**config.mk**
```make
export PLATFORM = sky130hd
export DESIGN_NAME = ddrcf_ctrl
export DESIGN_NICKNAME = d
export VERILOG_FILES = /design/src/ddrcf_pkg.sv /design/src/ddrcf_ctrl.sv /design/src/ddrcf_pick.sv /design/src/ddrcf_sync.sv
export SDC_FILE = /design/constraint.sdc
export NUM_CORES = 1
export LEC_CHECK = 0
export BUFFER_PORTS_ARGS = -buffer_cell sky130_fd_sc_hd__buf_2
export CORE_MARGIN = 3
export CORE_UTILIZATION = 50
export DETAILED_ROUTE_END_ITERATION = 16
export GPL_ROUTABILITY_DRIVEN = 1
export HOLD_SLACK_MARGIN = 0.03
export PLACE_DENSITY = 0.78
export SYNTH_ARGS = -nofsm -noshare
export SYNTH_HDL_FRONTEND = slang
export SYNTH_SLANG_ARGS = --single-unit
export TNS_END_PERCENT = 20
```
**constraint.sdc**
```tcl
create_clock -name pclk -period 2.49 [get_ports pclk]
set_input_delay 0.1245 -clock pclk [delete_from_list [all_inputs] [get_ports pclk]]
set_output_delay 0.1245 -clock pclk [all_outputs]
set_load 0.05 [all_outputs]
```
**src/ddrcf_pkg.sv**
```systemverilog
package ddrcf_pkg;

	// ==========================================
	// Register map (64-bit registers as two words)
	localparam logic [11:0] ADDR_STROBE_LO = 12'h010;
	localparam logic [11:0] ADDR_STROBE_HI = 12'h014;
	localparam logic [11:0] ADDR_QUEUE_LO = 12'h020;
	localparam logic [11:0] ADDR_QUEUE_HI = 12'h024;
	localparam logic [11:0] ADDR_SWAP_LO = 12'h030;
	localparam logic [11:0] ADDR_SWAP_HI = 12'h034;

	// ==========================================
	// Field positions inside each 32-bit word
	localparam int POS_FAST_WRITE = 16;
	localparam int POS_STARTUP_SREF = 8;
	localparam int POS_OCTAL_BANK = 0;
	localparam int POS_POISON_INHIBIT = 24;
	localparam int POS_DQS_DIFF = 16;
	localparam int POS_DLL_LOCKED = 0;
	localparam int POS_PRIORITY_USE = 24;
	localparam int POS_POWER_PARK = 16;
	localparam int POS_REORDER = 8;
	localparam int POS_TURNAROUND = 0;
	localparam int POS_INIT_BLOCK = 24;
	localparam int POS_WRITE_INT = 16;
	localparam int POS_READ_INT = 8;
	localparam int POS_PRE_INT = 0;
	localparam int POS_SWAP_SAME = 24;
	localparam int POS_SWAP_EN = 16;

	// ==========================================
	// Reset values of the fields
	localparam logic RST_FAST_WRITE = 1'b0;
	localparam logic RST_STARTUP_SREF = 1'b0;
	localparam logic RST_OCTAL_BANK = 1'b0;
	localparam logic RST_POISON_INHIBIT = 1'b0;
	localparam logic RST_DQS_DIFF = 1'b0;
	localparam logic RST_PRIORITY_USE = 1'b1;
	localparam logic RST_POWER_PARK = 1'b0;
	localparam logic RST_REORDER = 1'b1;
	localparam logic RST_TURNAROUND = 1'b1;
	localparam logic RST_INIT_BLOCK = 1'b0;
	localparam logic RST_WRITE_INT = 1'b0;
	localparam logic RST_READ_INT = 1'b0;
	localparam logic RST_PRE_INT = 1'b0;
	localparam logic RST_SWAP_SAME = 1'b1;
	localparam logic RST_SWAP_EN = 1'b1;

	// ==========================================
	// Timing
	localparam int CLK_PERIOD_NS = 10;
	localparam int T_DLL_SETTLE_CLK = 200;
	localparam int T_AUTO_PRE_NS = 15;
	localparam int AUTO_PRE_CYCLES = (T_AUTO_PRE_NS + CLK_PERIOD_NS - 1) / CLK_PERIOD_NS;
	localparam int BURST_CYCLES = 2;

	// ==========================================
	// Types
	typedef enum logic [2:0] {
		CMD_NOP = 3'h0,
		CMD_READ = 3'h1,
		CMD_WRITE = 3'h2,
		CMD_PRE_ALL = 3'h3,
		CMD_SELF_REFRESH = 3'h4,
		CMD_MODE_LOAD = 3'h5
	} ddrcf_cmd_t;

	typedef enum logic [6:0] {
		ST_WAIT = 7'h01,
		ST_SREF = 7'h02,
		ST_SETTLE = 7'h04,
		ST_MODE = 7'h08,
		ST_RUN = 7'h10,
		ST_PARK_PRE = 7'h20,
		ST_PARK = 7'h40
	} ddrcf_state_t;

	typedef struct packed {
		logic write;
		logic autopre;
		logic port;
		logic [1:0] prio;
		logic [1:0] cs;
		logic [2:0] bank;
		logic uc_err;
	} ddrcf_req_t;

	typedef struct packed {
		ddrcf_cmd_t cmd;
		logic [1:0] cs;
		logic [2:0] bank;
	} ddrcf_mem_t;

endpackage

```
**src/ddrcf_ctrl.sv**
```systemverilog
// Implementation choice: the APB register port.
`timescale 1ns/1ps
module ddrcf_ctrl import ddrcf_pkg::*; #(
	parameter int BURST_BEATS = 4
) (
	input wire logic pclk,
	input wire logic presetn,
	input wire logic psel,
	input wire logic penable,
	input wire logic pwrite,
	input wire logic [11:0] paddr,
	input wire logic [31:0] pwdata,
	output logic [31:0] prdata,
	output logic pready,
	output logic pslverr,
	input wire logic req_valid,
	input wire ddrcf_req_t req,
	output logic req_ready,
	input wire logic wdata_beat,
	input wire logic init_start,
	input wire logic dll_locked,
	output ddrcf_mem_t mem_cmd,
	output logic mem_cke,
	output logic mem_dqs_diff,
	output logic mem_poison
);
	localparam logic [3:0] BEATS = 4'(BURST_BEATS);
	localparam logic [7:0] SETTLE_LAST = 8'(T_DLL_SETTLE_CLK - 1);
	localparam logic [2:0] BURST_LEN = 3'(BURST_CYCLES);
	localparam logic [2:0] AP_LEN = 3'(BURST_CYCLES + AUTO_PRE_CYCLES);

	// Bank index as the memory sees it
	function automatic logic [2:0] bank_of(input logic [2:0] b, input logic octal);
		bank_of = b & {octal, 2'b11};
	endfunction

	// Address hit test, used by the write path only
	function automatic logic hit(input logic [11:0] a, input logic [11:0] r);
		hit = (a == r);
	endfunction

	// ==========================================
	// Register fields
	logic fast_write, startup_sref, octal_bank, poison_inhibit, dqs_diff;
	logic priority_use, power_park, reorder_en, turnaround, init_block;
	logic write_int, read_int, pre_int, swap_same, swap_en;
	logic n_fast_write, n_startup_sref, n_octal_bank, n_poison_inhibit, n_dqs_diff;
	logic n_priority_use, n_power_park, n_reorder_en, n_turnaround, n_init_block;
	logic n_write_int, n_read_int, n_pre_int, n_swap_same, n_swap_en;
	logic dll_lock_s;
	logic wr_en;

	ddrcf_sync u_lock_sync (
		.pclk(pclk),
		.presetn(presetn),
		.async_in(dll_locked),
		.sync_out(dll_lock_s)
	);

	// Software writes land on the access cycle that completes
	always_comb begin
		wr_en = psel && penable && pwrite && pready;
		{n_fast_write, n_startup_sref, n_octal_bank} = {fast_write, startup_sref, octal_bank};
		{n_poison_inhibit, n_dqs_diff, n_priority_use} = {poison_inhibit, dqs_diff, priority_use};
		{n_power_park, n_reorder_en, n_turnaround} = {power_park, reorder_en, turnaround};
		{n_init_block, n_write_int, n_read_int} = {init_block, write_int, read_int};
		{n_pre_int, n_swap_same, n_swap_en} = {pre_int, swap_same, swap_en};
		if (wr_en && hit(paddr, ADDR_STROBE_HI)) begin
			n_fast_write = pwdata[POS_FAST_WRITE];
			n_startup_sref = pwdata[POS_STARTUP_SREF];
			n_octal_bank = pwdata[POS_OCTAL_BANK];
		end
		if (wr_en && hit(paddr, ADDR_STROBE_LO)) begin
			n_poison_inhibit = pwdata[POS_POISON_INHIBIT];
			n_dqs_diff = pwdata[POS_DQS_DIFF];
		end
		if (wr_en && hit(paddr, ADDR_QUEUE_HI)) begin
			n_priority_use = pwdata[POS_PRIORITY_USE];
			n_power_park = pwdata[POS_POWER_PARK];
			n_reorder_en = pwdata[POS_REORDER];
			n_turnaround = pwdata[POS_TURNAROUND];
		end
		if (wr_en && hit(paddr, ADDR_QUEUE_LO)) begin
			n_init_block = pwdata[POS_INIT_BLOCK];
			n_write_int = pwdata[POS_WRITE_INT];
			n_read_int = pwdata[POS_READ_INT];
			n_pre_int = pwdata[POS_PRE_INT];
		end
		if (wr_en && hit(paddr, ADDR_SWAP_HI)) begin
			n_swap_same = pwdata[POS_SWAP_SAME];
			n_swap_en = pwdata[POS_SWAP_EN];
		end
	end

	always_ff @(posedge pclk or negedge presetn) begin
		if (!presetn) begin
			{fast_write, startup_sref, octal_bank} <= {RST_FAST_WRITE, RST_STARTUP_SREF, RST_OCTAL_BANK};
			{poison_inhibit, dqs_diff} <= {RST_POISON_INHIBIT, RST_DQS_DIFF};
			{priority_use, power_park} <= {RST_PRIORITY_USE, RST_POWER_PARK};
			{reorder_en, turnaround} <= {RST_REORDER, RST_TURNAROUND};
			{init_block, write_int, read_int} <= {RST_INIT_BLOCK, RST_WRITE_INT, RST_READ_INT};
			{pre_int, swap_same, swap_en} <= {RST_PRE_INT, RST_SWAP_SAME, RST_SWAP_EN};
		end else begin
			{fast_write, startup_sref, octal_bank} <= {n_fast_write, n_startup_sref, n_octal_bank};
			{poison_inhibit, dqs_diff} <= {n_poison_inhibit, n_dqs_diff};
			{priority_use, power_park} <= {n_priority_use, n_power_park};
			{reorder_en, turnaround} <= {n_reorder_en, n_turnaround};
			{init_block, write_int, read_int} <= {n_init_block, n_write_int, n_read_int};
			{pre_int, swap_same, swap_en} <= {n_pre_int, n_swap_same, n_swap_en};
		end
	end

	// ==========================================
	// APB answer: data prepared in setup, ready in the first access cycle
	logic [31:0] next_prdata;
	logic next_pready, next_pslverr, mapped;

	always_comb begin
		next_prdata = 32'h0000_0000;
		mapped = 1'b1;
		case (paddr)
			ADDR_STROBE_HI: begin
				next_prdata[POS_FAST_WRITE] = fast_write;
				next_prdata[POS_STARTUP_SREF] = startup_sref;
				next_prdata[POS_OCTAL_BANK] = octal_bank;
			end
			ADDR_STROBE_LO: begin
				next_prdata[POS_POISON_INHIBIT] = poison_inhibit;
				next_prdata[POS_DQS_DIFF] = dqs_diff;
				next_prdata[POS_DLL_LOCKED] = dll_lock_s;
			end
			ADDR_QUEUE_HI: begin
				next_prdata[POS_PRIORITY_USE] = priority_use;
				next_prdata[POS_POWER_PARK] = power_park;
				next_prdata[POS_REORDER] = reorder_en;
				next_prdata[POS_TURNAROUND] = turnaround;
			end
			ADDR_QUEUE_LO: begin
				next_prdata[POS_INIT_BLOCK] = init_block;
				next_prdata[POS_WRITE_INT] = write_int;
				next_prdata[POS_READ_INT] = read_int;
				next_prdata[POS_PRE_INT] = pre_int;
			end
			ADDR_SWAP_HI: begin
				next_prdata[POS_SWAP_SAME] = swap_same;
				next_prdata[POS_SWAP_EN] = swap_en;
			end
			ADDR_SWAP_LO: begin
				next_prdata = 32'h0000_0000;
			end
			default: begin
				mapped = 1'b0;
			end
		endcase
		if (!(psel && !penable)) begin
			next_prdata = prdata;
		end
		next_pready = psel && !penable;
		next_pslverr = psel && !penable && !mapped;
	end

	always_ff @(posedge pclk or negedge presetn) begin
		if (!presetn) begin
			prdata <= 32'h0000_0000;
			pready <= 1'b0;
			pslverr <= 1'b0;
		end else begin
			prdata <= next_prdata;
			pready <= next_pready;
			pslverr <= next_pslverr;
		end
	end

	// ==========================================
	// Start-up and park sequencing
	ddrcf_state_t state, next_state;
	logic [7:0] settle_cnt, next_settle_cnt;
	logic run_window, busy;
	ddrcf_cmd_t seq_cmd;
	logic seq_cke;

	always_comb begin
		next_state = state;
		next_settle_cnt = settle_cnt;
		seq_cmd = CMD_NOP;
		seq_cke = mem_cke;
		run_window = 1'b0;
		case (state)
			ST_WAIT: begin
				seq_cke = 1'b0;
				if (init_start) begin
					next_state = startup_sref ? ST_SREF : ST_SETTLE;
					next_settle_cnt = SETTLE_LAST;
				end
			end
			ST_SREF: begin
				seq_cmd = CMD_SELF_REFRESH;
				next_state = ST_SETTLE;
			end
			ST_SETTLE: begin
				seq_cke = !startup_sref;
				run_window = !init_block && !startup_sref;
				next_settle_cnt = settle_cnt - 8'h01;
				if (settle_cnt == 8'h00) begin
					next_state = ST_MODE;
				end
			end
			ST_MODE: begin
				seq_cmd = busy ? CMD_NOP : CMD_MODE_LOAD;
				seq_cke = 1'b1;
				if (!busy) begin
					next_state = ST_RUN;
				end
			end
			ST_RUN: begin
				seq_cke = 1'b1;
				run_window = !power_park;
				if (power_park && !busy) begin
					next_state = ST_PARK_PRE;
				end
			end
			ST_PARK_PRE: begin
				seq_cmd = CMD_PRE_ALL;
				next_state = ST_PARK;
			end
			ST_PARK: begin
				seq_cke = 1'b0;
				if (!power_park) begin
					next_state = ST_RUN;
				end
			end
			default: begin
				next_state = ST_WAIT;
			end
		endcase
	end

	always_ff @(posedge pclk or negedge presetn) begin
		if (!presetn) begin
			state <= ST_WAIT;
			settle_cnt <= 8'h00;
		end else begin
			state <= next_state;
			settle_cnt <= next_settle_cnt;
		end
	end

	// ==========================================
	// Two-slot command queue and issue
	ddrcf_req_t q [2];
	ddrcf_req_t next_q [2];
	ddrcf_req_t cur, next_cur, pick_e;
	logic [1:0] q_valid, next_q_valid, eligible, swapping;
	logic [2:0] burst_cnt, next_burst_cnt, ap_cnt, next_ap_cnt, ap_bank, next_ap_bank;
	logic [1:0] last_cs, next_last_cs;
	logic last_rw, next_last_rw, next_req_ready, sel, any, issue;
	logic [3:0] wcnt, next_wcnt;
	ddrcf_mem_t next_mem_cmd;
	logic next_poison;

	ddrcf_pick u_pick (
		.eligible(eligible),
		.slot0(q[0]),
		.slot1(q[1]),
		.reorder_en(reorder_en),
		.priority_use(priority_use),
		.last_cs(last_cs),
		.sel(sel),
		.any(any)
	);

	// Decide which queued commands may go this cycle
	always_comb begin
		busy = (burst_cnt != 3'h0) || (ap_cnt != 3'h0);
		for (int i = 0; i < 2; i++) begin
			eligible[i] = q_valid[i] && run_window;
			swapping[i] = swap_en && reorder_en && (q[i].prio > cur.prio)
				&& (q[i].port != cur.port || q[i].write != cur.write || swap_same);
			if (burst_cnt != 3'h0) begin
				eligible[i] = eligible[i] && (swapping[i] || (q[i].autopre
					&& q[i].write == cur.write
					&& bank_of(q[i].bank, octal_bank) == bank_of(cur.bank, octal_bank)
					&& (q[i].write ? write_int : read_int)));
			end else if (ap_cnt != 3'h0) begin
				eligible[i] = eligible[i] && pre_int
					&& bank_of(q[i].bank, octal_bank) != ap_bank;
			end
			if (turnaround && last_rw && q[i].cs != last_cs) begin
				eligible[i] = 1'b0;
			end
			if (q[i].write && fast_write && wcnt < BEATS) begin
				eligible[i] = 1'b0;
			end
		end
	end

	// Issue, refill and bookkeeping
	always_comb begin
		next_q = q;
		next_q_valid = q_valid;
		next_cur = cur;
		next_burst_cnt = (burst_cnt != 3'h0) ? burst_cnt - 3'h1 : 3'h0;
		next_ap_cnt = (ap_cnt != 3'h0) ? ap_cnt - 3'h1 : 3'h0;
		next_ap_bank = ap_bank;
		next_last_cs = last_cs;
		next_last_rw = (burst_cnt != 3'h0);
		next_poison = 1'b0;
		issue = any;
		pick_e = q[sel];
		next_mem_cmd = '{cmd: seq_cmd, cs: 2'h0, bank: 3'h0};
		next_wcnt = wcnt;
		if (wdata_beat && wcnt != 4'hf) begin
			next_wcnt = wcnt + 4'h1;
		end
		if (issue) begin
			next_mem_cmd = '{cmd: pick_e.write ? CMD_WRITE : CMD_READ,
				cs: pick_e.cs, bank: bank_of(pick_e.bank, octal_bank)};
			next_poison = pick_e.write && pick_e.uc_err && !poison_inhibit;
			if (burst_cnt != 3'h0 && swapping[sel]) begin
				next_q[sel] = cur;
			end else begin
				next_q_valid[sel] = 1'b0;
			end
			next_cur = pick_e;
			next_burst_cnt = BURST_LEN;
			next_ap_cnt = pick_e.autopre ? AP_LEN : 3'h0;
			next_ap_bank = bank_of(pick_e.bank, octal_bank);
			next_last_cs = pick_e.cs;
			next_last_rw = 1'b1;
			if (pick_e.write && fast_write) begin
				next_wcnt = next_wcnt - BEATS;
			end
		end
		if (!next_q_valid[0] && next_q_valid[1]) begin
			next_q[0] = next_q[1];
			next_q_valid = 2'b01;
		end
		if (req_valid && req_ready) begin
			if (!next_q_valid[0]) begin
				next_q[0] = req;
				next_q_valid[0] = 1'b1;
			end else begin
				next_q[1] = req;
				next_q_valid[1] = 1'b1;
			end
		end
		next_req_ready = !(&next_q_valid);
	end

	always_ff @(posedge pclk or negedge presetn) begin
		if (!presetn) begin
			q[0] <= '0;
			q[1] <= '0;
			q_valid <= 2'b00;
			cur <= '0;
			burst_cnt <= 3'h0;
			ap_cnt <= 3'h0;
			ap_bank <= 3'h0;
			last_cs <= 2'h0;
			last_rw <= 1'b0;
			wcnt <= 4'h0;
			req_ready <= 1'b0;
			mem_cmd <= '{cmd: CMD_NOP, cs: 2'h0, bank: 3'h0};
			mem_cke <= 1'b0;
			mem_dqs_diff <= 1'b0;
			mem_poison <= 1'b0;
		end else begin
			q[0] <= next_q[0];
			q[1] <= next_q[1];
			q_valid <= next_q_valid;
			cur <= next_cur;
			burst_cnt <= next_burst_cnt;
			ap_cnt <= next_ap_cnt;
			ap_bank <= next_ap_bank;
			last_cs <= next_last_cs;
			last_rw <= next_last_rw;
			wcnt <= next_wcnt;
			req_ready <= next_req_ready;
			mem_cmd <= next_mem_cmd;
			mem_cke <= seq_cke;
			mem_dqs_diff <= dqs_diff;
			mem_poison <= next_poison;
		end
	end
endmodule

```
**src/ddrcf_pick.sv**
```systemverilog
`timescale 1ns/1ps
module ddrcf_pick import ddrcf_pkg::*; (
	input wire logic [1:0] eligible,
	input wire ddrcf_req_t slot0,
	input wire ddrcf_req_t slot1,
	input wire logic reorder_en,
	input wire logic priority_use,
	input wire logic [1:0] last_cs,
	output logic sel,
	output logic any
);
	// Chooses the slot to issue; in order unless reordering is on
	always_comb begin
		sel = 1'b0;
		any = eligible[0];
		if (reorder_en) begin
			any = |eligible;
			if (!eligible[0]) begin
				sel = 1'b1;
			end else if (eligible[1]) begin
				if (priority_use && slot1.prio != slot0.prio) begin
					sel = slot1.prio > slot0.prio;
				end else begin
					sel = (slot1.cs == last_cs) && (slot0.cs != last_cs);
				end
			end
		end
	end
endmodule

```
**src/ddrcf_sync.sv**
```systemverilog
`timescale 1ns/1ps
module ddrcf_sync (
	input wire logic pclk,
	input wire logic presetn,
	input wire logic async_in,
	output logic sync_out
);
	logic stage1;
	logic next_stage1;
	logic next_sync_out;

	// Two-flop crossing; first stage feeds only the second
	always_comb begin
		next_stage1 = async_in;
		next_sync_out = stage1;
	end

	always_ff @(posedge pclk or negedge presetn) begin
		if (!presetn) begin
			stage1 <= 1'b0;
			sync_out <= 1'b0;
		end else begin
			stage1 <= next_stage1;
			sync_out <= next_sync_out;
		end
	end
endmodule

```
* After elaboration in Yosys (flattened, before gate mapping) *
Index checks and enable logic that the tools add are counted.

storage, ports and cells
  register bits after elaboration = 99
  latch bits = 0
  bits in writable memories = 0
  ROM bits = 0
  output and inout port bits = 46
  word-level logic and storage cells = 252
  memories kept = 0

operators by class
  $add $sub $neg = 5
  $mul = 0
  div/mod/pow operators = 0
  magnitude comparators = 8
  equality and inequality tests = 33
  shift-type cells = 0
  multiplexer cells = 66
  bitwise logic cells = 7
  reduce and logical (&&, ||, !) cells = 77

operators by type and width
  kind                                              number
  two-way mux 11 bit                                7
  two-way mux 22 bit                                3
  logical AND 1 bit                                 49
  case mux 7 bit (7 select lines)                   1
  == test 12 x 6 -> 1 bit, second input constant    4
  two-way mux 7 bit                                 5
  == test 12 x 5 -> 1 bit, second input constant    2
  bitwise mux 22 bit                                1
  two-way mux 1 bit                                 22
  two-way mux 3 bit                                 7
  two-way mux 8 bit                                 2
  case mux 8 bit (2 select lines)                   1
  bitwise AND 3 bit                                 4
  two-way mux 4 bit                                 3
  demux 11 bit (select 1 bit)                       1
  two-way mux 2 bit                                 5
  inequality test 2 bit, second input constant      5
  logical NOT 1 bit                                 9
  case mux 3 bit (3 select lines)                   1
  nonzero test 3 bit                                3
  logical NOT 8 bit                                 1
  case mux 1 bit (4 select lines)                   2
  subtractor 8 x 1 -> 8 bit, second input constant  1
  == test 7 x 1 -> 1 bit, second input constant     1
  35 further kinds                                  56

* Longest topological paths before layout *
Gate-level depths: netlist of the first run.

  depth in word-level cells = 28
  mapped depth = 12
  mapped depth without buffers = 10

* By module *
From an unflattened synthesis of the first run, not the netlist that was laid out.

second synthesis, totals
  cells, all modules = 553
  area, all modules = 5521.5 µm²

by module, submodules not included
  module      times used  cells each  area an instance (µm²)  seq. area each (µm²)
  ddrcf_ctrl  1           532         5338.9                  2384.8
  ddrcf_pick  1           19          132.6                   0.0
  ddrcf_sync  1           2           50.0                    50.0

* Least setup slack after synthesis of the first run *
Ideal clock, no wire load.

  path kind = reg2reg
  from = register ap_cnt[0]
  to = register q[1] (netlist bit)
  setup time = 125 ps
  data arrival time = 2504 ps
  path slack = -139 ps
  stages on the path, launching flop included = 12
  path buffers = 2
  period minus slack after synthesis = 2629 ps
  path through = dfrtp_1 nor2_1 ha_1 nor2b_1 a311oi_1 o311ai_2 o2bb2ai_2 buf_6 o21ai_2 a21o_1 buf_4 mux2_2

RTL lines
  element                 RTL line           RTL
  start, declared         ddrcf_ctrl.sv:254  logic [2:0] burst_cnt, next_burst_cnt, ap_cnt, next_ap_cnt, ap_bank, next_ap_bank;
  start signal, assigned  ddrcf_ctrl.sv:373  ap_cnt <= next_ap_cnt;
  end, declared           ddrcf_ctrl.sv:250  ddrcf_req_t q [2];

==> impl_results.md, run 1 <==
- Status: finished, violations left
- Failing checks: negative setup slack
- Hpwl dp: 10300 um
- Max FO, Critical Path: 5
- Max_slew headroom: 56.5%
- Area of the multi-input gates: 3010 um^2
- Clock Path Buffers: 2
- Die width: between 100 and 150 um
- Post-Synth Simple-Gate Area: between 10% and 20%
- Post-synth EDFFs: 0
- H-tree levels: 3
- Final cell count without fillers: ~840
- Seq cells post-synth: between 90 and 100
- Pins Over Slew Limit: 0
- Minimum clock period: ~2800 ps
- Clk_skew: 12.1 ps
- # DRC: 0
- Comb pwr share: 54.5%
- Post-synthesis async set-or-reset flop share: 100%
- Via-to-Cell Ratio: roughly 5.8
- Initial antenna violation count: 0
- Xor/xnor share of the synthesized area: 3.35%
- Clock transition at path regs: 90 ps
- Area grow syn2layout: 31.2%
- Cell repeated most along the worst path: buf_4
- Max Cap Viol: 0
- Root Driver: clkbuf_8
- Worst VDD drop: 0.741 mV
- Area share of the largest cell type after synthesis: about two fifths
- Worst EP required: 2740 ps
- # nets final: 777
- Combinational family with the most area after synthesis: compound AO/OA/AOI/OAI gates
- Gr usage total: 23.8%
- Rows: 37
- Detailed router's first-iteration violation count: 414
- Post-place setup slack: -357 ps
- Mapped cell area: roughly 5500 um^2
- Inserted Clock Buffers: 9
- First-pass GRT wire length: about 24000 um
- TritonRoute pass-1 iters: 6
- Synthesis warning total: 0
- Hold WC Path Type: in -> reg
- Crit. End Element: flop
- R2R Path End: q[12]
- Vias: just under 5k
- Final worst-path cycle share: 112%
- RSZ-0062 raised after global routing: yes
- Hold Crit Endpoint: wcnt[3]
- Seq/Total Area, Yosys: 44.3%
- Fin Setup TNS: -6490 ps
- Worst r2r src: state[1]
- CTS tree: done
- Design area: around 7200 um^2
- Post-synth cell types: 68
- CP cell instances: nor3_4 > nand2_2 > a211oi_4 > o311ai_4 > o2bb2ai_4 > buf_6 > o21ai_2 > buf_4 > nand4_1 > buf_4 > o221a_2
- Worst EP arrival: slightly above 3000 ps
- Post-synthesis mux area share: 10.3%
- Vias in the first global route: roughly 5k
- Core area: 10500 um^2
- Post-layout util: 68.6%
- DP Cell Count: 802
- Die ar.: roughly 12000 um^2
- Leakage: around 0.0034 uW
- Internal: 4590 uW
- Final hold vios: 0
- Antenna Violating Nets Remaining: 0
- Pwr/cell area: approximately 1100 nW/um^2
- Largest net degree at the start of global routing: 52
- Reg-to-reg slack, setup: -300 ps
- Initial Util: 52.3%
- Share of cells above drive strength 1: 37.4%
- Post-synth top flop: dfrtp_1
- DRT Wirelength: approximately 15000 um
- Syn Inst Count: 544
- Net Sw Power: 3210 uW
- Clock sink count: 97
- Synth top cells by count: dfrtp_1 (91), nand2_1 (47), nor2_1 (41)
- Sw frac: between 40 and 50%
- Antenna Cells: 0
- CP max-delay cell: dfrtp_1
- Adder-cell area share of the yosys netlist: 3.14%
- WL per Instance: 17.6 um
- # port buffers: 53
- FILL cells: 735
- Synth area leaders: dfrtp_1 (41%), mux2_2 (5.3%), buf_4 (4.0%)
- Setup violators final: 26
- Total grt overflow: 0
- CP max stage delay: 420 ps
- GPL Wtd Cong: 0.998
- Clk_lat worst skew: roughly 370 ps
- Hold Crit Start: wdata_beat
- Compound-Gate Fraction of Synth Area: between 15 and 20%
- R2R cell count: 11
- Slew @ Worst Pin: 653 ps
- Post-DP Area: 6560 um^2
- Setup slack after layout: -302 ps
- Die height: 111 um
- IO Pins: 110
- Clock network power share: 13.6%
- Total area of sequential cells: 2430 um^2
- Count leader, synth: dfrtp_1
- Avg Cell Area, Syn: 10.1 um^2
- Yosys top cell by area: dfrtp_1
- Fmax: roughly 0.36 GHz
- Part of the power in registers: 31.9%
- Setup CP Type: reg -> reg
- Worst Hold Path Cells: 3
- Nature of the critical path startpoint: flop
what timing repair did:
| item | 4_1_cts | 5_1_grt |
|---|---|---|
| pin swaps | 7 | 9 |
| gates resized for setup | 23 | 22 |
| setup buffers | 5 | 2 |
| hold buffers | 16 | 0 |
| cloned | 0 | 0 |
| endpoints found under the hold margin | 70 | 0 |
| setup endpoints to repair | 43 | 49 |
registers in the layout, indices dropped and copies added, names as in the netlist, 3 cells and up:
| signal | flops |
|---|---|
| prdata | 4 |
| burst_cnt | 3 |
| mem_cmd | 8 |
| state | 7 |
| ap_cnt | 3 |
| cur | 9 |
| q | 22 |
| wcnt | 4 |
| settle_cnt | 8 |
placed cells by master, fill, tap and decap left out, types with 10 or more instances in the layout:
cell           netlist  layout
a21oi_1             26      25
ha_1                13      10
mux2_2              26      25
o221a_2             11      10
inv_1               30      29
nor2_1              41      39
clkbuf_8             0      11
dlygate4sd3_1        0      16
o21ai_0             35      33
conb_1               1      28
dfrtp_1             91      91
buf_2                3      52
nand2_1             47      43
buf_4               29      86
nor3_1              14      12
o221ai_1            11      10
xor2_1              13      13
through the flow:
stage	hold slack, ps	power (uW)
global route	68.1	8280
CTS	48.0	7570
finish	81.5	7800
global placement	191	6090
detailed placement	200	6290
floorplan	-171	4890
power groups by stage:
stage	clock [uW]	combinational [uW]	sequential, uW
finish	1060	4250	2480
global route	1140	4600	2540
CTS	1090	4030	2450
detailed placement	0	3840	2450
global placement	0	3670	2420
floorplan	0	2310	2590
metal layers:
metal | GRT usage (%) | routed length, um | vias up
met5 | 0 | 0 | -
met4 | 8.05 | 386 | 0
met3 | 5.35 | 952 | 37
met2 | 41.2 | 7470 | 237
met1 | 29.5 | 5990 | 2368
li1 | - | - | 2200
worst max-delay path, delay by kind of cell, from the launching register on:
kind	cells	cell delay, ps
AOI/OAI and AO/OA	5	1210
buffers and inverters	3	500
DFF	1	420
and+or+nand+nor	3	550
worst max path at each step:
stage	start	to	slack, ps	depth (start not counted)
after detailed placement	last_cs[1]	q[11]	-360	11
after global routing	last_cs[1]	q[11]	-400	11
after floorplan	state[6]	q[1]	-40	10
after CTS	state[4]	q[9]	-230	10
final	state[1]	q[12]	-300	11
after global placement	last_cs[1]	q[3]	-200	10
layout make-up:
cell class | count | share of cell area (%)
Inverter | 30 | 1.56
Multi-Input combinational cell | 395 | 41.8
Timing Repair Buffer | 167 | 17.7
Clock buffer | 11 | 2.10
Clock inverter | 5 | 0.746
Tap cell | 136 | 2.36
Sequential cell | 97 | 33.8
cell families (layout without fill, tap and decap cells):
| group | count (synthesis) | in the layout |
|---|---|---|
| compound gates | 126 | 126 |
| xor+xnor | 21 | 21 |
| fa+ha+maj | 14 | 14 |
| buf+inv | 79 | 213 |
| flops | 97 | 97 |
| mux | 49 | 49 |
| other cells | 1 | 28 |
| simple gates | 157 | 157 |
Note: power is estimated with default switching activity, not from simulation.
==> run 2: changes to the inputs <==
Settings changed: CTS_CLUSTER_SIZE from default to 10, SKIP_LAST_GASP from default to 1.
==> impl_results.md, run 2 (same netlist as run 1, synthesis figures left out) <==
- Antenna Violating Nets Remaining: 0 (unchanged)
- CP cell instances: xnor2_2 > a21oi_1 > a311oi_2 > o311ai_4 > o2bb2ai_4 > buf_4 > o21ai_2 > buf_4 > nand4_1 > buf_4 > o221a_2
- Die width: 111 um (unchanged)
- Post-place setup slack: -357 ps (unchanged)
- Largest net degree at the start of global routing: 52 (unchanged)
- Max FFs per register: 22 (unchanged)
- Die ar.: 12300 um^2 (unchanged)
- Commonest non-fill, non-tap cells in the layout: buf_4 (92), dfrtp_1 (91), buf_2 (52)
- Most common cell after layout, fill and taps aside: buf_4
- Fmax: 0.355 GHz (-0.82%)
- Hold slack: 75.7 ps (-5.82 ps)
- Core area: 10500 um^2 (unchanged)
- Fin Setup TNS: -7560 ps (-1070 ps)
- Root Driver: clkbuf_8
- Max Cap Viol: 0 (unchanged)
- Design area: 7100 um^2 (-1.6%)
- Worst VDD drop: 0.767 mV (+3.6%)
- Clock Path Buffers: 2 (unchanged)
- Setup violators final: 31 (+19%)
- Antenna Cells: 0 (unchanged)
- Total area of sequential cells: 2430 um^2 (unchanged)
- Area grow syn2layout: 29.1%
- Worst EP arrival: 3070 ps (+20 ps)
- Setup slack after layout: -325 ps (-23.0 ps)
- DRT Wirelength: 14600 um (-1.1%)
- Gr usage total: 24.0% (+0.16 points)
- Initial antenna violation count: 0 (unchanged)
- First-pass GRT wire length: 24000 um (unchanged)
- Clk_skew: 12.2 ps (+0.125 ps)
- IO Pins: 110 (unchanged)
- # port buffers: 53 (unchanged)
- GPL Wtd Cong: 0.998 (unchanged)
- Worst EP required: 2750 ps (about the same)
- H-tree levels: 3 (unchanged)
- CP max-delay cell: dfrtp_1
- Area of the multi-input gates: 2930 um^2 (-2.7%)
- Hold WC Path Type: in -> reg
- FILL cells: 767 (+4.4%)
- Clock transition at path regs: 90 ps (about the same)
- Minimum clock period: 2820 ps (+23.0 ps)
- RSZ-0062 raised after global routing: yes
- Setup CP Type: reg -> reg
- # nets final: 777 (unchanged)
- Vias in the first global route: 5006 (+0.30%)
- Crit path max-delay family: compound AO/OA/AOI/OAI gates
- Initial Util: 52.3% (unchanged)
- DP Cell Count: 802 (unchanged)
- Largest register by flop count: q
- Final cell count without fillers: 841 (unchanged)
- Pwr/cell area: 1080 nW/um^2 (about the same)
- Via-to-Cell Ratio: 5.74 (-0.27%)
- Total grt overflow: 0 (unchanged)
- Crit. End Element: flop
- Largest regs: q (22), cur (9)
- TritonRoute pass-1 iters: 5 (-1)
- CTS tree: done
- Max FO, Critical Path: 5 (unchanged)
- Nature of the critical path startpoint: flop
- Clock sink count: 97 (unchanged)
- WL per Instance: 17.4 um (-1.1%)
- CP bufs+invs: 3 (unchanged)
- Detailed router's first-iteration violation count: 366 (-12%)
- Final hold vios: 0 (unchanged)
- Hpwl dp: 10300 um (unchanged)
- Share of cells above drive strength 1: 35.9% (-1.6 points)
- Pins Over Slew Limit: 0 (unchanged)
- Inserted Clock Buffers: 9 (unchanged)
- Post-DP Area: 6560 um^2 (unchanged)
- Max_slew headroom: 56.1% (-0.38 points)
- Clk_lat worst skew: 380 ps (about the same)
- Cell repeated most along the worst path: buf_4
- # DRC: 0 (unchanged)
- Die height: 111 um (unchanged)
- Slew @ Worst Pin: 658 ps (+5.70 ps)
- Status: finished, violations left
- Final worst-path cycle share: 113% (+0.92 points)
- Vias: 4829 (-0.27%)
- Leakage: 0.00339 uW (-1.1%)
- Failing checks: negative setup slack
- CP max stage delay: 460 ps (+40 ps)
- Rows: 37 (unchanged)
-- run 2: cell count changes in the layout (fill, tap and decap cells not counted), moves of 2 or more --
| cell | previous run | this run |
|---|---|---|
| mux2i_2 | 2 | 0 |
| buf_6 | 5 | 1 |
| buf_4 | 86 | 92 |
| nand2_1 | 43 | 45 |
| mux2i_1 | 7 | 13 |
| mux2i_4 | 4 | 0 |
-- run 2: worst reg2reg max path, delay by kind of cell, from the launching register on --
| family | cells | cell delay (ps) |
|---|---|---|
| xor+xnor | 1 | 220 |
| simple gates | 1 | 130 |
| compound gates | 6 | 1390 |
| flops | 1 | 460 |
| buf+inv | 3 | 510 |
-- run 2: where the power goes --
group / internal (uW) / switching [uW] / total [uW]
clock network: 516 / 552 / 1070
logic: 1960 / 2180 / 4140
registers: 2050 / 422 / 2470
-- run 2: final timing paths --
check,startpoint,to,slack (ps),depth (start not counted)
max reg2reg,last_cs[1],q[12],-330,11
min,wdata_beat,wcnt[3],80,3
min in group asynchronous,presetn,state[2],320,2
max in group asynchronous,presetn,priority_use,1410,3
min reg2reg,u_lock_sync.next_sync_out,u_lock_sync.sync_out,350,0
max,last_cs[1],q[12],-330,11
-- run 2: layout make-up --
cell class	instances	share of cell area, %
Multi-Input combinational cell	395	41.3
Tap cell	136	2.40
Timing Repair Buffer	167	17.5
Clock buffer	11	2.13
Sequential cell	97	34.3
Inverter	30	1.59
Clock inverter	5	0.758
-- run 2: routing by layer --
layer / vias to the layer above / part of all wire [%] / global-route usage (%)
li1: 2198 / - / -
met1: 2351 / 41 / 29.2
met2: 230 / 49 / 40.5
met3: 50 / 6.6 / 5.40
met4: 0 / 3.6 / 11.1
met5: - / 0 / 0
-- run 2: stage by stage --
stage	total power, uW	utilization (%)
finish	7680	67.5
global route	8150	67.5
CTS	7550	67.3
detailed placement	6290	62.4
global placement	6090	62.4
floorplan	4890	-
-- run 2: repair_timing --
| item | in CTS | in global routing |
|---|---|---|
| hold endpoints to repair | 70 | 0 |
| pin swaps | 7 | 7 |
| endpoints found under the setup margin | 43 | 50 |
| hold buffers | 16 | 0 |
| gates resized for setup | 16 | 2 |
| buffers inserted | 5 | 2 |
